### src/design/rip_cfg.svh
`ifndef RIP_CFG_SVH
`define RIP_CFG_SVH

`define RIP_OFS_PRIO       16'h103C
`define RIP_OFS_CTRL       16'h1040
`define RIP_OFS_MAP        16'h1044
`define RIP_OFS_COND       16'h1048
`define RIP_OFS_STATUS     16'h104C

`define RIP_PR_BOOT        7
`define RIP_PR_SPECIAL     6
`define RIP_PR_MODE_A      5
`define RIP_HP_IRV         4
`define RIP_PSEL_RST       4'h6

`define RIP_CT_IRQE        0
`define RIP_CT_OSC_DELAY   1
`define RIP_CT_CLK_MON     2
`define RIP_CT_CR_LO       3
`define RIP_MAP_RST        8'h01

`define RIP_CC_I           0
`define RIP_CC_X           1
`define RIP_CC_S           2

`define RIP_VEC_NORMAL     16'hFFFE
`define RIP_VEC_SPECIAL    16'hBFFE
`define RIP_VEC_MASK_TOP   16'hFFF2
`define RIP_VEC_NMI_PIN    16'hFFF4
`define RIP_VEC_SOFT       16'hFFF6
`define RIP_VEC_ILL        16'hFFF8

`define RIP_FETCH_CYCLES   2'h3
`define RIP_NUM_MASK       15
`define RIP_NUM_NMI        6

`endif

### src/design/rip_pkg.sv
package rip_pkg;
    typedef enum logic [1:0] {RIP_RESET, RIP_FETCH, RIP_RUN} rip_state_e;
    typedef enum logic [1:0] {RIP_CAUSE_POR, RIP_CAUSE_CLKMON,
                              RIP_CAUSE_WDOG} rip_cause_e;
    typedef logic [3:0] rip_id_t;
endpackage : rip_pkg

### src/design/rip_arb_if.sv
`timescale 1ns/1ps
interface rip_arb_if;
    logic [14:0]        mask_req;
    logic [3:0]         psel;
    logic               mask_valid;
    rip_pkg::rip_id_t   mask_id;
    logic [5:0]         nmi_req;
    logic               nmi_valid;
    logic [2:0]         nmi_id;
    modport ctrl (output mask_req, psel, nmi_req,
                  input mask_valid, mask_id, nmi_valid, nmi_id);
    modport mask (input mask_req, psel, output mask_valid, mask_id);
    modport nmi  (input nmi_req, output nmi_valid, nmi_id);
endinterface : rip_arb_if

### src/design/rip_nmi_arb.sv
`timescale 1ns/1ps
module rip_nmi_arb
(
    rip_arb_if.nmi  arb
);
    function automatic logic [2:0] first_set(input logic [5:0] v);
        first_set = 3'h0;
        for (int i = 5; i >= 0; i--)
        begin
            if (v[i])
            begin
                first_set = 3'(i);
            end
        end
    endfunction : first_set

    // Fixed order, index 0 highest
    assign arb.nmi_valid = |arb.nmi_req; // RULE_14
    assign arb.nmi_id    = first_set(arb.nmi_req); // RULE_14
endmodule : rip_nmi_arb

### src/design/rip_mask_arb.sv
`timescale 1ns/1ps
module rip_mask_arb
(
    input  wire logic   clk,
    input  wire logic   rst,
    rip_arb_if.mask     arb
);
    function automatic rip_pkg::rip_id_t promo_of(input logic [3:0] p);
        if (p >= 4'h8)
            promo_of = 4'(p - 4'h6);
        else if (p <= 4'h4)
            promo_of = 4'(p + 4'hA);
        else if (p == 4'h7)
            promo_of = 4'h1;
        else
            promo_of = 4'h0;
    endfunction : promo_of

    function automatic rip_pkg::rip_id_t first_set(input logic [14:0] v);
        first_set = 4'h0;
        for (int i = 14; i >= 0; i--)
        begin
            if (v[i])
            begin
                first_set = 4'(i); // RULE_15
            end
        end
    endfunction : first_set

    wire rip_pkg::rip_id_t promo = promo_of(arb.psel); // RULE_21
    wire                   promo_hit = arb.mask_req[promo];

    assign arb.mask_valid = |arb.mask_req;
    assign arb.mask_id    = promo_hit ? promo
                                      : first_set(arb.mask_req); // RULE_16

    property p_promo_wins;
        @(posedge clk) disable iff (rst)
        arb.mask_req[promo_of(arb.psel)] |->
            arb.mask_id == promo_of(arb.psel);
    endproperty
    a_promo_wins: assert property (p_promo_wins) // RULE_16
        else $error("promoted source did not win");

    property p_default_order;
        @(posedge clk) disable iff (rst)
        (arb.mask_req[0] && arb.psel == 4'h6) |-> arb.mask_id == 4'h0;
    endproperty
    a_default_order: assert property (p_default_order) // RULE_15
        else $error("external pin lost at default priority");
endmodule : rip_mask_arb

### src/design/rip_top.sv
// How it works
// [RULE_01] Normal modes: reset vector FFFE, FFFC, FFFA
// [RULE_02] Special modes: same order at BF page
// [RULE_03] Three fetch cycles after reset release
// [RULE_04] Reset sets X, I and S
// [RULE_05] Reset loads mapping control with 01
// [RULE_06] Reset loads priority select with 0110
// [RULE_07] External request pin level-sensitive after reset
// [RULE_08] Mode flags latched from pins at release
// [RULE_09] Special mode: writing mode flags changes mode
// [RULE_10] Reset sets oscillator startup delay enable
// [RULE_11] Reset clears clock monitor enable
// [RULE_12] Watchdog reset only when disable bit 0
// [RULE_13] Reset selects shortest watchdog rate
// [RULE_14] Fixed order among six nonmaskable sources
// [RULE_15] Fixed default order of fifteen maskable sources
// [RULE_16] Selected source raised, others keep order
// [RULE_17] Promoted source still gated by masks
// [RULE_18] Every source keeps its own vector
// [RULE_19] Priority register written only while I set
// [RULE_20] Priority register layout, mode-dependent reset
// [RULE_21] Priority select code to source mapping
// [RULE_22] Boot read bit writable only in special
// [RULE_23] Service sets I, X if pin pending
// [RULE_24] Winner resolved combinationally every cycle
`include "rip_cfg.svh"
`timescale 1ns/1ps
module rip_top
(
    input  wire logic           MCLK,
    input  wire logic           SRST,
    input  wire logic           PSEL,
    input  wire logic           PENABLE,
    input  wire logic           PWRITE,
    input  wire logic [15:0]    PADDR,
    input  wire logic [31:0]    PWDATA,
    output logic      [31:0]    PRDATA,
    output logic                PREADY,
    output logic                PSLVERR,
    input  wire logic           MODE_PIN_A,
    input  wire logic           MODE_PIN_B,
    input  wire logic           IRQ_N,
    input  wire logic           NMI_PIN_REQ_N,
    input  wire logic           ILLEGAL_OPCODE,
    input  wire logic           SOFTWARE_INTERRUPT,
    input  wire logic [14:0]    PERIPH_REQ,
    input  wire logic [14:0]    PERIPH_EN,
    input  wire logic           CLOCK_FAIL,
    input  wire logic           WDOG_TIMEOUT,
    input  wire logic           WDOG_DISABLE_BIT,
    input  wire logic           SERVICE_ACK,
    output logic                SYS_RESET_REQ,
    output logic                FETCH_ACTIVE,
    output logic      [15:0]    VECTOR,
    output logic                INT_PENDING,
    output logic      [4:0]     INT_SOURCE,
    output logic      [2:0]     CCR_MASKS,
    output logic      [7:0]     PRIORITY_MISC,
    output logic      [7:0]     RAM_MAP,
    output logic                IRQ_EDGE_MODE,
    output logic                OSC_DELAY_EN,
    output logic                CLOCK_MONITOR_EN,
    output logic      [1:0]     WDOG_RATE
);
    rip_arb_if arb ();

    rip_pkg::rip_state_e    state_reg;
    rip_pkg::rip_cause_e    cause_reg;
    logic [1:0]             cnt_reg;
    logic                   boot_rom_read_flag_reg;
    logic                   special_mode_flag_reg;
    logic                   mda_reg;
    logic                   irv_reg;
    logic [3:0]             psel_reg;
    logic [7:0]             map_reg;
    logic                   irqe_reg;
    logic                   dly_reg;
    logic                   cme_reg;
    logic [1:0]             rate_reg;
    logic                   ccr_i_reg;
    logic                   ccr_x_reg;
    logic                   ccr_s_reg;
    logic                   irq_d_reg;
    logic                   irq_edge_reg;
    logic                   rst_req_reg;
    logic [15:0]            vec_reg;
    logic [31:0]            rdata_reg;

    // Bus decode
    wire wr_acc   = PSEL && PENABLE && PWRITE;
    wire setup    = PSEL && !PENABLE;
    wire hit_hp   = PADDR == `RIP_OFS_PRIO;
    wire hit_ct   = PADDR == `RIP_OFS_CTRL;
    wire hit_map  = PADDR == `RIP_OFS_MAP;
    wire hit_cc   = PADDR == `RIP_OFS_COND;
    wire hit_st   = PADDR == `RIP_OFS_STATUS;
    wire mapped   = hit_hp || hit_ct || hit_map || hit_cc || hit_st;
    wire wr_hp    = wr_acc && hit_hp && ccr_i_reg; // RULE_19
    wire wr_ct    = wr_acc && hit_ct;
    wire wr_map   = wr_acc && hit_map;
    wire wr_cc    = wr_acc && hit_cc;
    wire [7:0] wd = PWDATA[7:0];

    // Interrupt sources
    wire irq_level   = !IRQ_N;
    wire irq_fall    = irq_d_reg && !IRQ_N;
    wire irq_src     = irqe_reg ? irq_edge_reg : irq_level; // RULE_07
    wire [14:0] loc_en = {PERIPH_EN[14:1], 1'b1};
    wire [14:0] m_req = {PERIPH_REQ[14:1], irq_src} & loc_en
                        & {15{!ccr_i_reg}}; // RULE_17
    wire nmi_pin_req = !NMI_PIN_REQ_N && !ccr_x_reg;
    wire clkmon_hit  = CLOCK_FAIL && cme_reg;
    wire wdog_hit    = WDOG_TIMEOUT && !WDOG_DISABLE_BIT; // RULE_12
    wire running     = state_reg == rip_pkg::RIP_RUN;

    assign arb.mask_req = m_req;
    assign arb.psel     = psel_reg;
    assign arb.nmi_req  = {SOFTWARE_INTERRUPT, ILLEGAL_OPCODE, nmi_pin_req,
                           wdog_hit, clkmon_hit, 1'b0}; // RULE_14

    rip_nmi_arb u_nmi
    (
        .arb    (arb.nmi)
    );

    rip_mask_arb u_mask
    (
        .clk    (MCLK),
        .rst    (SRST),
        .arb    (arb.mask)
    );

    // Winner and its fixed vector
    wire nmi_int   = arb.nmi_valid && arb.nmi_id >= 3'h3;
    wire any_int   = running && !rst_req_reg
                     && (nmi_int || arb.mask_valid); // RULE_24
    wire [15:0] mask_vec = 16'(`RIP_VEC_MASK_TOP
                               - {11'h000, arb.mask_id, 1'b0}); // RULE_18
    wire [15:0] nmi_vec  = (arb.nmi_id == 3'h3) ? `RIP_VEC_NMI_PIN :
                           (arb.nmi_id == 3'h4) ? `RIP_VEC_ILL :
                                                  `RIP_VEC_SOFT;
    wire [15:0] int_vec  = nmi_int ? nmi_vec : mask_vec;
    wire take      = SERVICE_ACK && any_int;
    wire take_irq  = take && !nmi_int && arb.mask_id == 4'h0;
    wire take_nmi_pin = take && nmi_int && arb.nmi_id == 3'h3;

    // Reset vector from pins at release and cause
    wire pin_special = !MODE_PIN_B;
    wire [15:0] rst_base = pin_special ? `RIP_VEC_SPECIAL
                                       : `RIP_VEC_NORMAL; // RULE_02
    wire [15:0] rst_vec  = 16'(rst_base - {13'h0000, cause_reg, 1'b0});

    assign INT_PENDING = any_int;
    assign INT_SOURCE  = nmi_int ? {2'h2, arb.nmi_id} : {1'b0, arb.mask_id};

    always_ff @(posedge MCLK)
    begin
        if (SRST)
        begin
            state_reg <= rip_pkg::RIP_RESET;
            cnt_reg   <= 2'h0;
        end
        else if (state_reg == rip_pkg::RIP_RESET)
        begin
            state_reg <= rip_pkg::RIP_FETCH;
        end
        else if (state_reg == rip_pkg::RIP_FETCH)
        begin
            cnt_reg <= 2'(cnt_reg + 2'h1);
            if (cnt_reg == 2'(`RIP_FETCH_CYCLES - 2'h1))
            begin
                state_reg <= rip_pkg::RIP_RUN; // RULE_03
            end
        end
    end

    // Request and cause held through the reset they start
    always_ff @(posedge MCLK)
    begin
        if (SRST)
        begin
            if (rst_req_reg)
                rst_req_reg <= 1'b1;
            else
            begin
                rst_req_reg <= 1'b0;
                cause_reg   <= rip_pkg::RIP_CAUSE_POR;
            end
        end
        else if (state_reg == rip_pkg::RIP_RESET)
        begin
            rst_req_reg <= 1'b0;
        end
        else if (running && !rst_req_reg && arb.nmi_valid && !nmi_int)
        begin
            rst_req_reg <= 1'b1;
            cause_reg   <= rip_pkg::rip_cause_e'(arb.nmi_id[1:0]); // RULE_14
        end
    end

    always_ff @(posedge MCLK)
    begin
        if (SRST)
            vec_reg <= rst_vec; // RULE_01
        else if (take)
            vec_reg <= int_vec; // RULE_23
    end

    // Priority and mode register
    always_ff @(posedge MCLK)
    begin
        if (SRST)
        begin
            special_mode_flag_reg  <= !MODE_PIN_B; // RULE_08
            mda_reg   <= MODE_PIN_A; // RULE_08
            boot_rom_read_flag_reg <= !MODE_PIN_B && !MODE_PIN_A; // RULE_20
            irv_reg   <= !MODE_PIN_B && MODE_PIN_A; // RULE_20
            psel_reg  <= `RIP_PSEL_RST; // RULE_06
        end
        else if (wr_hp)
        begin
            psel_reg <= wd[3:0];
            irv_reg  <= wd[`RIP_HP_IRV];
            if (special_mode_flag_reg)
            begin
                special_mode_flag_reg  <= wd[`RIP_PR_SPECIAL]; // RULE_09
                mda_reg   <= wd[`RIP_PR_MODE_A]; // RULE_09
                boot_rom_read_flag_reg <= wd[`RIP_PR_BOOT] && wd[`RIP_PR_SPECIAL]; // RULE_22
            end
        end
    end

    always_ff @(posedge MCLK)
    begin
        if (SRST)
        begin
            irqe_reg <= 1'b0; // RULE_07
            dly_reg  <= 1'b1; // RULE_10
            cme_reg  <= 1'b0; // RULE_11
            rate_reg <= 2'h0; // RULE_13
            map_reg  <= `RIP_MAP_RST; // RULE_05
        end
        else
        begin
            if (wr_ct)
            begin
                irqe_reg <= wd[`RIP_CT_IRQE];
                dly_reg  <= wd[`RIP_CT_OSC_DELAY];
                cme_reg  <= wd[`RIP_CT_CLK_MON];
                rate_reg <= wd[`RIP_CT_CR_LO +: 2];
            end
            if (wr_map)
                map_reg <= wd;
        end
    end

    // Mask bits: hardware set wins over software clear
    always_ff @(posedge MCLK)
    begin
        if (SRST)
        begin
            ccr_i_reg <= 1'b1; // RULE_04
            ccr_x_reg <= 1'b1; // RULE_04
            ccr_s_reg <= 1'b1; // RULE_04
        end
        else
        begin
            if (wr_cc)
            begin
                ccr_i_reg <= wd[`RIP_CC_I];
                ccr_s_reg <= wd[`RIP_CC_S];
                if (!wd[`RIP_CC_X])
                    ccr_x_reg <= 1'b0;
            end
            if (take)
                ccr_i_reg <= 1'b1; // RULE_23
            if (take_nmi_pin)
                ccr_x_reg <= 1'b1; // RULE_23
        end
    end

    // Edge latch for the external request pin
    always_ff @(posedge MCLK)
    begin
        if (SRST)
        begin
            irq_d_reg    <= 1'b1;
            irq_edge_reg <= 1'b0;
        end
        else
        begin
            irq_d_reg <= IRQ_N;
            if (irq_fall)
                irq_edge_reg <= 1'b1;
            else if (take_irq)
                irq_edge_reg <= 1'b0;
        end
    end

    // Read data captured in the setup phase
    wire [7:0] hp_val = {boot_rom_read_flag_reg && special_mode_flag_reg, special_mode_flag_reg, mda_reg,
                         irv_reg, psel_reg}; // RULE_22
    wire [7:0] ct_val = {3'h0, rate_reg, cme_reg, dly_reg, irqe_reg};
    wire [7:0] st_val = {state_reg, cause_reg, any_int, irq_edge_reg,
                         rst_req_reg, nmi_int};
    wire [7:0] rd_sel = hit_hp  ? hp_val :
                        hit_ct  ? ct_val :
                        hit_map ? map_reg :
                        hit_cc  ? {5'h00, ccr_s_reg, ccr_x_reg, ccr_i_reg} :
                        hit_st  ? st_val : 8'h00;

    always_ff @(posedge MCLK)
    begin
        if (SRST)
            rdata_reg <= 32'h0000_0000;
        else if (setup)
            rdata_reg <= {24'h000000, rd_sel};
    end

    assign PRDATA           = rdata_reg;
    assign PREADY           = 1'b1;
    assign PSLVERR          = PSEL && PENABLE && !mapped;
    assign SYS_RESET_REQ    = rst_req_reg;
    assign FETCH_ACTIVE     = state_reg == rip_pkg::RIP_FETCH;
    assign VECTOR           = vec_reg;
    assign CCR_MASKS        = {ccr_s_reg, ccr_x_reg, ccr_i_reg};
    assign PRIORITY_MISC    = hp_val;
    assign RAM_MAP          = map_reg;
    assign IRQ_EDGE_MODE    = irqe_reg;
    assign OSC_DELAY_EN     = dly_reg;
    assign CLOCK_MONITOR_EN = cme_reg;
    assign WDOG_RATE        = rate_reg;

    property p_fetch_three;
        @(posedge MCLK) disable iff (SRST)
        $fell(SRST) |=> FETCH_ACTIVE [*3] ##1 !FETCH_ACTIVE;
    endproperty
    a_fetch_three: assert property (p_fetch_three) // RULE_03
        else $error("fetch phase is not three cycles");

    property p_vec_normal;
        @(posedge MCLK) disable iff (SRST)
        (FETCH_ACTIVE && !special_mode_flag_reg) |-> VECTOR ==
            16'(`RIP_VEC_NORMAL - {13'h0000, cause_reg, 1'b0});
    endproperty
    a_vec_normal: assert property (p_vec_normal) // RULE_01
        else $error("wrong normal mode reset vector");

    property p_vec_special;
        @(posedge MCLK) disable iff (SRST)
        (FETCH_ACTIVE && special_mode_flag_reg && $past(FETCH_ACTIVE, 1) == 1'b0)
            |-> VECTOR[15:8] == 8'hBF;
    endproperty
    a_vec_special: assert property (p_vec_special) // RULE_02
        else $error("special mode vector not on BF page");

    property p_reset_state;
        @(posedge MCLK)
        SRST |=> (CCR_MASKS == 3'h7 && RAM_MAP == `RIP_MAP_RST
                  && PRIORITY_MISC[3:0] == `RIP_PSEL_RST
                  && OSC_DELAY_EN && !CLOCK_MONITOR_EN
                  && WDOG_RATE == 2'h0 && !IRQ_EDGE_MODE);
    endproperty
    a_reset_state: assert property (p_reset_state) // RULE_04
        else $error("reset state of control bits wrong");

    property p_mode_latch;
        @(posedge MCLK)
        $fell(SRST) |-> (special_mode_flag_reg == !$past(MODE_PIN_B)
                         && mda_reg == $past(MODE_PIN_A));
    endproperty
    a_mode_latch: assert property (p_mode_latch) // RULE_08
        else $error("mode flags not latched at reset release");

    property p_prio_locked;
        @(posedge MCLK) disable iff (SRST)
        (wr_acc && hit_hp && !ccr_i_reg) |=> $stable(PRIORITY_MISC);
    endproperty
    a_prio_locked: assert property (p_prio_locked) // RULE_19
        else $error("priority register written with I clear");

    property p_boot_rom_read_flag_clear;
        @(posedge MCLK) disable iff (SRST)
        !PRIORITY_MISC[`RIP_PR_SPECIAL] |-> !PRIORITY_MISC[`RIP_PR_BOOT];
    endproperty
    a_boot_rom_read_flag_clear: assert property (p_boot_rom_read_flag_clear) // RULE_22
        else $error("boot read bit set outside special mode");

    property p_wdog_off;
        @(posedge MCLK) disable iff (SRST)
        (running && !rst_req_reg && WDOG_DISABLE_BIT && !clkmon_hit)
            |=> !SYS_RESET_REQ;
    endproperty
    a_wdog_off: assert property (p_wdog_off) // RULE_12
        else $error("watchdog reset while disabled");

    property p_i_masks;
        @(posedge MCLK) disable iff (SRST)
        (ccr_i_reg && INT_PENDING) |-> INT_SOURCE[4];
    endproperty
    a_i_masks: assert property (p_i_masks) // RULE_17
        else $error("maskable source offered with I set");

    property p_service_sets_i;
        @(posedge MCLK) disable iff (SRST)
        take |=> (ccr_i_reg && VECTOR == $past(int_vec));
    endproperty
    a_service_sets_i: assert property (p_service_sets_i) // RULE_23
        else $error("service did not set I or load vector");
endmodule : rip_top

### config.mk
export PLATFORM = sky130hd
export DESIGN_NAME = rip_top
export DESIGN_NICKNAME = d
export VERILOG_FILES = /design/src/design/rip_pkg.sv /design/src/design/rip_arb_if.sv /design/src/design/rip_nmi_arb.sv /design/src/design/rip_mask_arb.sv /design/src/design/rip_top.sv
export VERILOG_INCLUDE_DIRS = /design/src /design/src/design
export SDC_FILE = /design/constraint.sdc
export NUM_CORES = 1
export LEC_CHECK = 0
export BUFFER_PORTS_ARGS = -buffer_cell sky130_fd_sc_hd__buf_2
export CORE_MARGIN = 5
export CORE_UTILIZATION = 46
export DETAILED_ROUTE_END_ITERATION = 10
export PLACE_DENSITY = 0.81
export SLEW_MARGIN = 20
export SYNTH_ARGS = -nofsm -noshare
export SYNTH_HDL_FRONTEND = slang
export SYNTH_SLANG_ARGS = --single-unit
### constraint.sdc
create_clock -name MCLK -period 3.8 [get_ports MCLK]
set_clock_uncertainty 0.2 [all_clocks]
set_input_delay 0.19 -clock MCLK [delete_from_list [all_inputs] [get_ports MCLK]]
set_output_delay 0.19 -clock MCLK [all_outputs]
set_load 0.005 [all_outputs]
==> metrics.csv, run 1 <==
metric,value,unit
number of distinct library cells after synthesis,71,
DIE HEIGHT,95.64,µm
Worst Max-Slew Pin Slew,0.8329,ns
Residual DRC,0,
largest net degree at the start of global routing,46,
worst hold slack,0.01042,ns
root buffer cell,clkbuf_8,
count of pins over their slew limit,0,
endpoint type of the worst setup path,flip-flop,
# nets final,601,
status,finished clean,
Reg area,1071,µm²
GR Util All Layers,20.30,%
Total Wirelength,9573,µm
TNS Setup,0,ns
CORE AREA,7214,µm²
area of the mapped netlist,3373,µm²
gr busiest metal,met2,
Critical Path RT,3.64,ns
maximum clock path buffer count,2,
Post-synth EDFFs,13,
Multi-input gate area,1962,µm²
clock power share,29.3,%
r2r setup slk,0.36,ns
Final period util,90.47,%
HP Class,input pin to flip-flop,
"Remaining Overflow, GRT",0,
layout cells sized above 1,29.25,%
PwrDens,260.8,nW/µm²
Pre-antenna DRT Iters,5,
ANT cells,0,
Final setup violation count,0,
kind of critical path,flip-flop to flip-flop,
Comb power frac,17.4,%
initial antenna violation count,0,
CP Buf/Inv Count,0,
row cnt,31,
cell internal pwr,0.7477,mW
crit path DAT,3.28,ns
final total power,1.039,mW
WL/cell,15.82,µm
Worst VDD drop,0.1338,mV
Initial Util,46.76,%
Leak Pwr,1.667,nW
# clock sinks,47,
routed via count,3350,
fillers,656,
min Tclk post-route,3.438,ns
Skew-Pair Late Insertion Delay,0.31,ns
ANT nets after route,0,
htree depth,2,
first-pass GRT wire length,14630,µm
initial DRC count,250,
global-route met2 utilization,34.92,%
post-synthesis register bit count,47,
met1 usage,26.35,%
half-perimeter wire length after placement,7588,µm
number of buffers added on ports,113,
CP cell instances,or3b_1 > a211oi_1 > a2111oi_2 > a211oi_1 > nor2_2 > mux2_4 > ha_1 > o21ai_0 > o21ai_0,
maximum fanout along the worst path,12,
Worst slew margin,44.36,%
Crit path largest cell delay,0.59,ns
total net switching power,0.2911,mW
GPL Wtd Cong,0.8936,
die width,95.64,µm
async set-reset flop share out of synthesis,0,%
Top Ports,175,
maximum clock rate,0.2909,GHz
DIE AREA,9146,µm²
startpoint types,flip-flop,
Syn Area/Cell,8.475,µm²
share of power burned in registers,53.3,%
maxcap violations,0,
Main synth FF type,dfxtp_1,
vias per cell,5.537,
Cells after Synth,398,
CTS buffer count,5,
Post CTS Setup Buffer Count,0,
CTS tree,done,
Syn. warnings,0,
met3 usage,4.578,%
"delay-heaviest family, CP",compound AO/OA/AOI/OAI gates,
sequential area share after synthesis,31.75,%
Sw Share,28.02,%
final hold violations,0,
CP max stage cell,or3b_1,
RSZ-0062 raised after global routing,no,
Area Growth Syn to Fin,18.06,%
register clock-pin slew on the reported worst setup and hold paths,0.09,ns
vias in the first global route,3077,
Post-Route Utilization,55.20,%
[power groups by stage]
stage | Clock (mW) | Sequential (mW) | Combinational (mW)
3_5_place_dp | 0 | 0.565 | 0.171
6_report | 0.304 | 0.553 | 0.181
4_1_cts | 0.306 | 0.553 | 0.179
2_1_floorplan | 0 | 0.561 | 0.122
3_3_place_gp | 0 | 0.564 | 0.164
5_1_grt | 0.328 | 0.556 | 0.202
[cell usage after synthesis, drive strengths merged, types with 11 or more instances]
master	count	share of area [%]
clkbuf	14	1.6
o21ai	17	2.5
nor3	11	1.6
nor2	41	4.6
edfxtp	13	12
nor2b	15	2.9
a211oi	11	2.4
mux2i	15	4.5
a21oi	21	3.1
buf	47	11
dfxtp	34	20
nand3	11	1.6
nand2	36	4.0
[cell usage in the layout (no fill, tap or decap), types with 4 or more instances in the layout]
cell type and count:
a211o_1 5, a211oi_1 11, a21oi_1 21, a222oi_1 4, and2_1 6, buf_2 113
buf_4 6, clkbuf_8 5, conb_1 35, dfxtp_1 34, dlygate4sd3_1 9, edfxtp_1 13
inv_1 10, mux2i_1 15, nand2_1 36, nand2b_1 7, nand3_1 11, nor2_1 40
nor2b_1 14, nor3_1 11, o21ai_0 13, o21ai_1 4
[worst paths after layout]
check                            to        start  cells past startpoint
max                       VECTOR[3]  arb.psel[1]                      9
min          boot_rom_read_flag_reg   MODE_PIN_A                      2
max reg2reg               VECTOR[3]  arb.psel[1]                      9
min reg2reg            irq_edge_reg    irq_d_reg                      2
[layer usage]
layer / part of all wire [%] / vias to the layer above
met5: 0 / -
met2: 49 / 174
li1: - / 1603
met4: 1.3 / 0
met1: 40 / 1559
met3: 9.4 / 14
[area by class of cell]
| cell class | instances | area share (%) |
|---|---|---|
| multi-input combinational | 313 | 49.26 |
| sequential | 47 | 26.89 |
| timing repair buffer | 128 | 17.59 |
| tap | 99 | 3.110 |
| clock buffer | 5 | 1.728 |
| inverter | 10 | 0.9425 |
| clock inverter | 3 | 0.4713 |
[kinds of logic after synthesis]
kind of cell               Yosys count  share of synthesized area, %
xor gates and xnor gates             2                        0.5194
muxes                               17                         5.564
other                                2                        0.2226
buffers and inverters               71                         13.76
adders and majority gates            3                         1.113
AOI/OAI and AO/OA                  101                         22.66
DFF                                 47                         31.75
and+or+nand+nor                    155                         24.41
[stage by stage]
| stage | worst slack [ns] | cells | cell area, µm² |
|---|---|---|---|
| 6_report | 0.3623 | 605 | 3983 |
| 5_1_grt | 0.2084 | 605 | 3983 |
| 4_1_cts | 0.3947 | 605 | 3983 |
| 3_5_place_dp | 0.4313 | 588 | 3805 |
| 3_3_place_gp | 0.4537 | 588 | 3805 |
| 2_1_floorplan | 0.6665 | 431 | 3497 |
[repair_timing]
action | in CTS | in global routing
gates resized for setup | 0 | 0
hold buffers | 9 | 0
hold endpoints to repair | 17 | 0
Note: power is estimated with default switching activity, not from simulation.
==> inputs of run 2 (changes only) <==
--- a/config.mk
+++ b/config.mk
@@ -10,7 +10,7 @@
 export CORE_MARGIN = 5
 export CORE_UTILIZATION = 46
 export DETAILED_ROUTE_END_ITERATION = 10
-export PLACE_DENSITY = 0.81
+export PLACE_DENSITY_LB_ADDON = 0.15
 export SLEW_MARGIN = 20
 export SYNTH_ARGS = -nofsm -noshare
 export SYNTH_HDL_FRONTEND = slang
==> run 2 against run 1 <==
  * Non-clock buffer count rose by 2
  * Utilization increased by 0.28 points
  * Register-to-register slack barely moved
  * Hold slack improved by 0.029 ns
  * Largest power group unchanged
  * Highest routed layer unchanged
  * Cell area up 0.50%
  * Combinational power about the same
  * Clock-buffer cell count unchanged
  * Sequential share of layout area is 0.13 points lower
  * Cell count up 0.33%
  * Via count is 1.6% lower
==> metrics.csv, run 2 (synthesis results as in run 1) <==
metric,value,unit,change
status,finished clean,,
GPL Wtd Cong,0.8696,,-2.7%
most frequent cells in the layout,"buf_2, nor2_1, nand2_1, conb_1, dfxtp_1",,
"Hold-fix buffers, CTS",10,,+1
Area Growth Syn to Fin,18.66,%,
Top Ports,175,,unchanged
maxcap violations,0,,unchanged
length of routed met2 wiring,4390,µm,-7.0%
count of pins over their slew limit,0,,unchanged
initial DRC count,272,,+8.8%
row cnt,31,,unchanged
fillers,701,,+6.9%
layout cells sized above 1,29.13,%,-0.12 points
WL/cell,15.19,µm,-4.0%
half-perimeter wire length after placement,7211,µm,-5.0%
register clock-pin slew on the reported worst setup and hold paths,0.09,ns,about the same
initial antenna violation count,0,,unchanged
CP max stage cell,or3b_1,,
Max Used Layer,met4,,
Leak Pwr,1.671,nW,+0.27%
Sw Share,28.17,%,+0.15 points
final total power,1.042,mW,+0.27%
TNS Setup,0,ns,unchanged
Worst slew margin,41.50,%,-2.9 points
ANT nets after route,0,,unchanged
Total Wirelength,9222,µm,-3.7%
Initial Util,46.76,%,unchanged
min Tclk post-route,3.429,ns,-0.008361 ns
kind of critical path,flip-flop to flip-flop,,
htree depth,2,,unchanged
Comb power frac,17.1,%,-0.3 points
clock power share,29.7,%,+0.4 points
number of buffers added on ports,113,,unchanged
total net switching power,0.2935,mW,+0.81%
startpoint types,flip-flop,,
Post-CTS Resized,0,,unchanged
Final setup violation count,0,,unchanged
endpoint type of the worst setup path,flip-flop,,
crit path DAT,3.27,ns,about the same
die width,95.64,µm,unchanged
Residual DRC,0,,unchanged
ANT cells,0,,unchanged
Skew-Pair Late Insertion Delay,0.31,ns,about the same
CP Buf/Inv Count,0,,unchanged
Final period util,90.25,%,-0.22 points
"delay-heaviest family, CP",compound AO/OA/AOI/OAI gates,,
fin cells,607,,+0.33%
Reg area,1071,µm²,unchanged
PwrDens,260.3,nW/µm²,-0.23%
vias per cell,5.428,,-2.0%
# nets final,603,,+0.33%
Critical Path RT,3.64,ns,about the same
Worst VDD drop,0.1486,mV,+11%
worst hold slack,0.03930,ns,+0.02888 ns
vias in the first global route,2957,,-3.9%
"commonest non-fill, non-tap cell in the layout",buf_2,,
GR Util All Layers,19.40,%,-0.90 points
maximum clock rate,0.2916,GHz,+0.24%
routed via count,3295,,-1.6%
largest net degree at the start of global routing,46,,unchanged
RSZ-0062 raised after global routing,no,,
maximum clock path buffer count,2,,unchanged
Worst Max-Slew Pin Slew,0.8757,ns,+0.04276 ns
CP cell instances,or3b_1 > a211oi_1 > a2111oi_2 > a211oi_1 > nor2_2 > mux2_4 > ha_1 > o21ai_0 > o21ai_0,,
final hold violations,0,,unchanged
HP Class,input pin to flip-flop,,
maximum fanout along the worst path,10,,-2
share of power burned in registers,53.2,%,about the same
"Remaining Overflow, GRT",0,,unchanged
DIE AREA,9146,µm²,unchanged
hold path cells,3,,+1
Post CTS Setup Buffer Count,0,,unchanged
root buffer cell,clkbuf_8,,
first-pass GRT wire length,14020,µm,-4.2%
CTS tree,done,,
number of cells on the critical path,9,,unchanged
r2r setup slk,0.37,ns,about the same
wl on met1,3964,µm,+3.5%
Multi-input gate area,1962,µm²,unchanged
cell internal pwr,0.7482,mW,about the same
Post-Place Cells,588,,unchanged
Pre-antenna DRT Iters,5,,unchanged
CORE AREA,7214,µm²,unchanged
Crit path largest cell delay,0.56,ns,-0.03 ns
CTS buffer count,5,,unchanged
DIE HEIGHT,95.64,µm,unchanged
met3 WL,762,µm,-15%
# clock sinks,47,,unchanged
Worst R2R Path Depth,9,,unchanged
-- run 2: cell count changes in the layout (fill, tap and decap cells not counted), sizes merged --
cell	change
dlygate4sd3	+2
clkinv	-1
clkinvlp	+1
-- run 2: path summary, 6_finish.rpt --
check,from,end
worst max-delay path,arb.psel[2],VECTOR[3]
worst max register to register,arb.psel[2],VECTOR[3]
worst min register to register,irq_d_reg,irq_edge_reg
worst min-delay path,SERVICE_ACK,ccr_i_reg
-- run 2: cell type report --
cell class	instances	share of cell area, %
Clock buffer	5	1.719
Sequential cell	47	26.76
Clock inverter	3	0.4689
Multi-Input combinational cell	313	49.02
Inverter	10	0.9378
Tap cell	99	3.095
Timing Repair Buffer	130	18.01
-- run 2: through the flow --
| step | cell area [µm²] | setup WS [ns] | util, % |
|---|---|---|---|
| after floorplan | 3497 | 0.6665 | - |
| after global placement | 3805 | 0.4437 | 52.74 |
| after detailed placement | 3805 | 0.3977 | 52.74 |
| after CTS | 3993 | 0.3687 | 55.34 |
| after global routing | 4003 | 0.08796 | 55.48 |
| final | 4003 | 0.3707 | 55.48 |
-- run 2: metal layers --
layer,vias to the layer above,GRT usage (%)
li1,1607,-
met1,1528,26.93
met3,11,4.183
met5,-,0
met2,149,31.04
met4,0,3.910
-- run 2: power groups by stage --
stage	registers, mW	clock network [mW]	logic [mW]
2_1_floorplan	0.561	0	0.122
3_3_place_gp	0.565	0	0.166
3_5_place_dp	0.566	0	0.168
4_1_cts	0.554	0.314	0.177
5_1_grt	0.557	0.338	0.200
6_report	0.554	0.310	0.178
-- run 2: worst reg2reg max path: stages, from the launching register on --
cell and delay [ns]:
dfxtp_1 0.50, or3b_1 0.56, a211oi_1 0.34, a2111oi_2 0.09, a211oi_1 0.51, nor2_2 0.11
mux2_4 0.33, ha_1 0.28, o21ai_0 0.14, o21ai_0 0.09
==> inputs of run 3 (changes only) <==
--- a/config.mk
+++ b/config.mk
@@ -7,8 +7,9 @@
 export NUM_CORES = 1
 export LEC_CHECK = 0
 export BUFFER_PORTS_ARGS = -buffer_cell sky130_fd_sc_hd__buf_2
+export CAP_MARGIN = 10
 export CORE_MARGIN = 5
-export CORE_UTILIZATION = 46
+export CORE_UTILIZATION = 42
 export DETAILED_ROUTE_END_ITERATION = 10
 export PLACE_DENSITY_LB_ADDON = 0.15
 export SLEW_MARGIN = 20
==> constraint.sdc (replaced) <==
create_clock -name MCLK -period 2.9 [get_ports MCLK]
set_clock_uncertainty 0.2 [all_clocks]
set_input_delay 0.145 -clock MCLK [delete_from_list [all_inputs] [get_ports MCLK]]
set_output_delay 0.145 -clock MCLK [all_outputs]
set_load 0.005 [all_outputs]
==> run 3 against run 2 <==
  * The flow now finishes with violations (setup timing)
  * Sequential power increased by 31%
  * Clock power up 25%
  * Power grew 30%
  * Via count rose by 3.4%
  * Critical endpoint is now INT_SOURCE[1]
  * Die area is 8.5% higher
  * Non-clock buffer count increased by 29
  * Largest cell class unchanged
  * Cell count is 5.3% higher
  * Register-to-register slack worse by 0.40 ns
  * Worst setup slack lost 0.44 ns
  * Hold slack better by 0.00072 ns
  * Cell area up 9.4%
  * Highest routed layer unchanged
==> metrics.csv, run 3 (synthesis results as in run 1) <==
metric,value,unit,change
ANT cells,0,,unchanged
CORE AREA,7767,µm²,+7.7%
most frequent cells in the layout,"buf_2, nor2_1, nand2_1, conb_1, buf_4",,
GPL Wtd Cong,0.8711,,+0.17%
CP cell instances,or3b_1 > buf_6 > and2_4 > buf_4 > a41oi_2 > a311oi_2 > or3_4 > and2_4 > o21ai_2 > buf_2,,
maxcap violations,0,,unchanged
CP max stage cell,or3b_1,,
endpoint type of the worst setup path,output pin,,
Critical Path RT,2.56,ns,-1.08 ns
number of cells on the critical path,10,,+1
maximum clock rate,0.3371,GHz,
number of buffers added on ports,113,,unchanged
CTS buffer count,5,,unchanged
"delay-heaviest family, CP",simple AND/OR/NAND/NOR gates,,
WL/cell,15.24,µm,+0.33%
maximum fanout along the worst path,8,,-2
Total Wirelength,9740,µm,+5.6%
root buffer cell,clkbuf_8,,
vias in the first global route,3326,,+12%
kind of critical path,flip-flop to output pin,,
routed via count,3408,,+3.4%
"commonest non-fill, non-tap cell in the layout",buf_2,,
Final setup violation count,3,,+3
crit path DAT,2.62,ns,-0.65 ns
Area Growth Syn to Fin,29.78,%,
DIE AREA,9924,µm²,+8.5%
# nets final,632,,+4.8%
status,finished with violations,,
RSZ-0062 raised after global routing,yes,,
most frequent cell on the critical path,and2_4,,
fillers,771,,+10%
PnR worst setup slack,-0.06686,ns,-0.4375 ns
count of pins over their slew limit,0,,unchanged
Pre-antenna DRT Iters,5,,unchanged
row cnt,32,,+3.2%
first-pass GRT wire length,15540,µm,+11%
die width,99.62,µm,+4.2%
Initial Util,43.43,%,-3.3 points
HP Class,input pin to flip-flop,,
Worst Max-Slew Pin Slew,0.8187,ns,-0.05699 ns
initial antenna violation count,0,,unchanged
ANT nets after route,0,,unchanged
half-perimeter wire length after placement,7849,µm,+8.8%
maximum clock path buffer count,2,,unchanged
violated checks,setup timing,,
Worst slew margin,45.31,%,+3.8 points
Worst VDD drop,0.2415,mV,+63%
CP Buf/Inv Count,3,,+3
TNS Setup,-0.1207,ns,-0.1207 ns
"Remaining Overflow, GRT",0,,unchanged
Skew-Pair Late Insertion Delay,0.30,ns,about the same
initial DRC count,155,,-43%
register clock-pin slew on the reported worst setup and hold paths,0.09,ns,about the same
DP Area,4055,µm²,+6.6%
DIE HEIGHT,99.62,µm,+4.2%
min Tclk post-route,2.967,ns,
Crit path largest cell delay,0.38,ns,-0.18 ns
Worst R2R Path Depth,11,,+2
layout cells sized above 1,36.50,%,+7.4 points
final instance area,4378,µm²,+9.4%
PwrDens,310.0,nW/µm²,+19%
Leak Pwr,1.846,nW,+10%
hold path cells,2,,-1
vias per cell,5.333,,-1.8%
CTS tree,done,,
# clock sinks,47,,unchanged
Final period util,102.3,%,
final hold violations,0,,unchanged
Top Ports,175,,unchanged
startpoint types,flip-flop,,
worst hold slack,0.04002,ns,+0.0007239 ns
largest net degree at the start of global routing,45,,-2.2%
GR Util All Layers,19.14,%,-0.26 points
htree depth,2,,unchanged
Residual DRC,0,,unchanged
-- run 3: changes by cell type in the layout (fill, tap and decap cells not counted), sizes merged --
| cell | before | now |
|---|---|---|
| buf | 119 | 146 |
| clkinvlp | 1 | 2 |
| dlygate4sd3 | 11 | 13 |
| inv | 11 | 10 |
-- run 3: layout make-up --
cell class	count	area [µm²]	share of cell area, %
clock buffers	5	68.82	1.572
clock inverters	3	20.02	0.4573
inverters	10	37.54	0.8574
multi-input cells	313	2102	48.01
flip-flops and latches	47	1075	24.55
well taps	102	127.6	2.915
repair buffers	159	947.2	21.63
-- run 3: report_power, final --
part           leakage (nW)  switching [mW]  internal (mW)
Sequential            0.395          0.0226          0.704
Combinational          1.41           0.131          0.111
Clock                0.0402           0.221          0.168
-- run 3: worst paths after layout --
| check | startpoint | endpoint | slack (ns) |
|---|---|---|---|
| setup reg to reg | arb.psel[1] | VECTOR[3] | -0.03 |
| hold reg to reg | irq_d_reg | irq_edge_reg | 0.27 |
| hold / removal | CLOCK_FAIL | cause_reg[1] | 0.04 |
| setup / recovery | arb.psel[1] | INT_SOURCE[1] | -0.07 |
-- run 3: stage by stage --
| stage | total power [mW] | std cells | setup slack (ns) | util, % |
|---|---|---|---|---|
| after global placement | 0.9618 | 614 | -0.05717 | 52.21 |
| after CTS | 1.366 | 638 | -0.06463 | 55.82 |
| final | 1.357 | 639 | -0.06686 | 56.36 |
| after floorplan | 0.8957 | 431 | -0.07692 | - |
| after detailed placement | 0.9665 | 614 | -0.09810 | 52.21 |
| after global routing | 1.436 | 639 | -0.1849 | 56.36 |
-- run 3: per-layer routing --
metal	global-route usage [%]	vias to the layer above	wire length [µm]
met1	24.77	1585	4157
li1	-	1659	-
met4	4.202	0	111
met2	32.75	152	4610
met5	0	-	0
met3	4.067	12	860
-- run 3: timing repair --
| item | in CTS | in global routing |
|---|---|---|
| gates cloned | 0 | 0 |
| setup buffers | 3 | 1 |
| resized for setup | 7 | 8 |
| pin swaps | 5 | 9 |
| hold endpoints to repair | 25 | 0 |
| hold buffers | 13 | 0 |
| endpoints found under the setup margin | 5 | 5 |
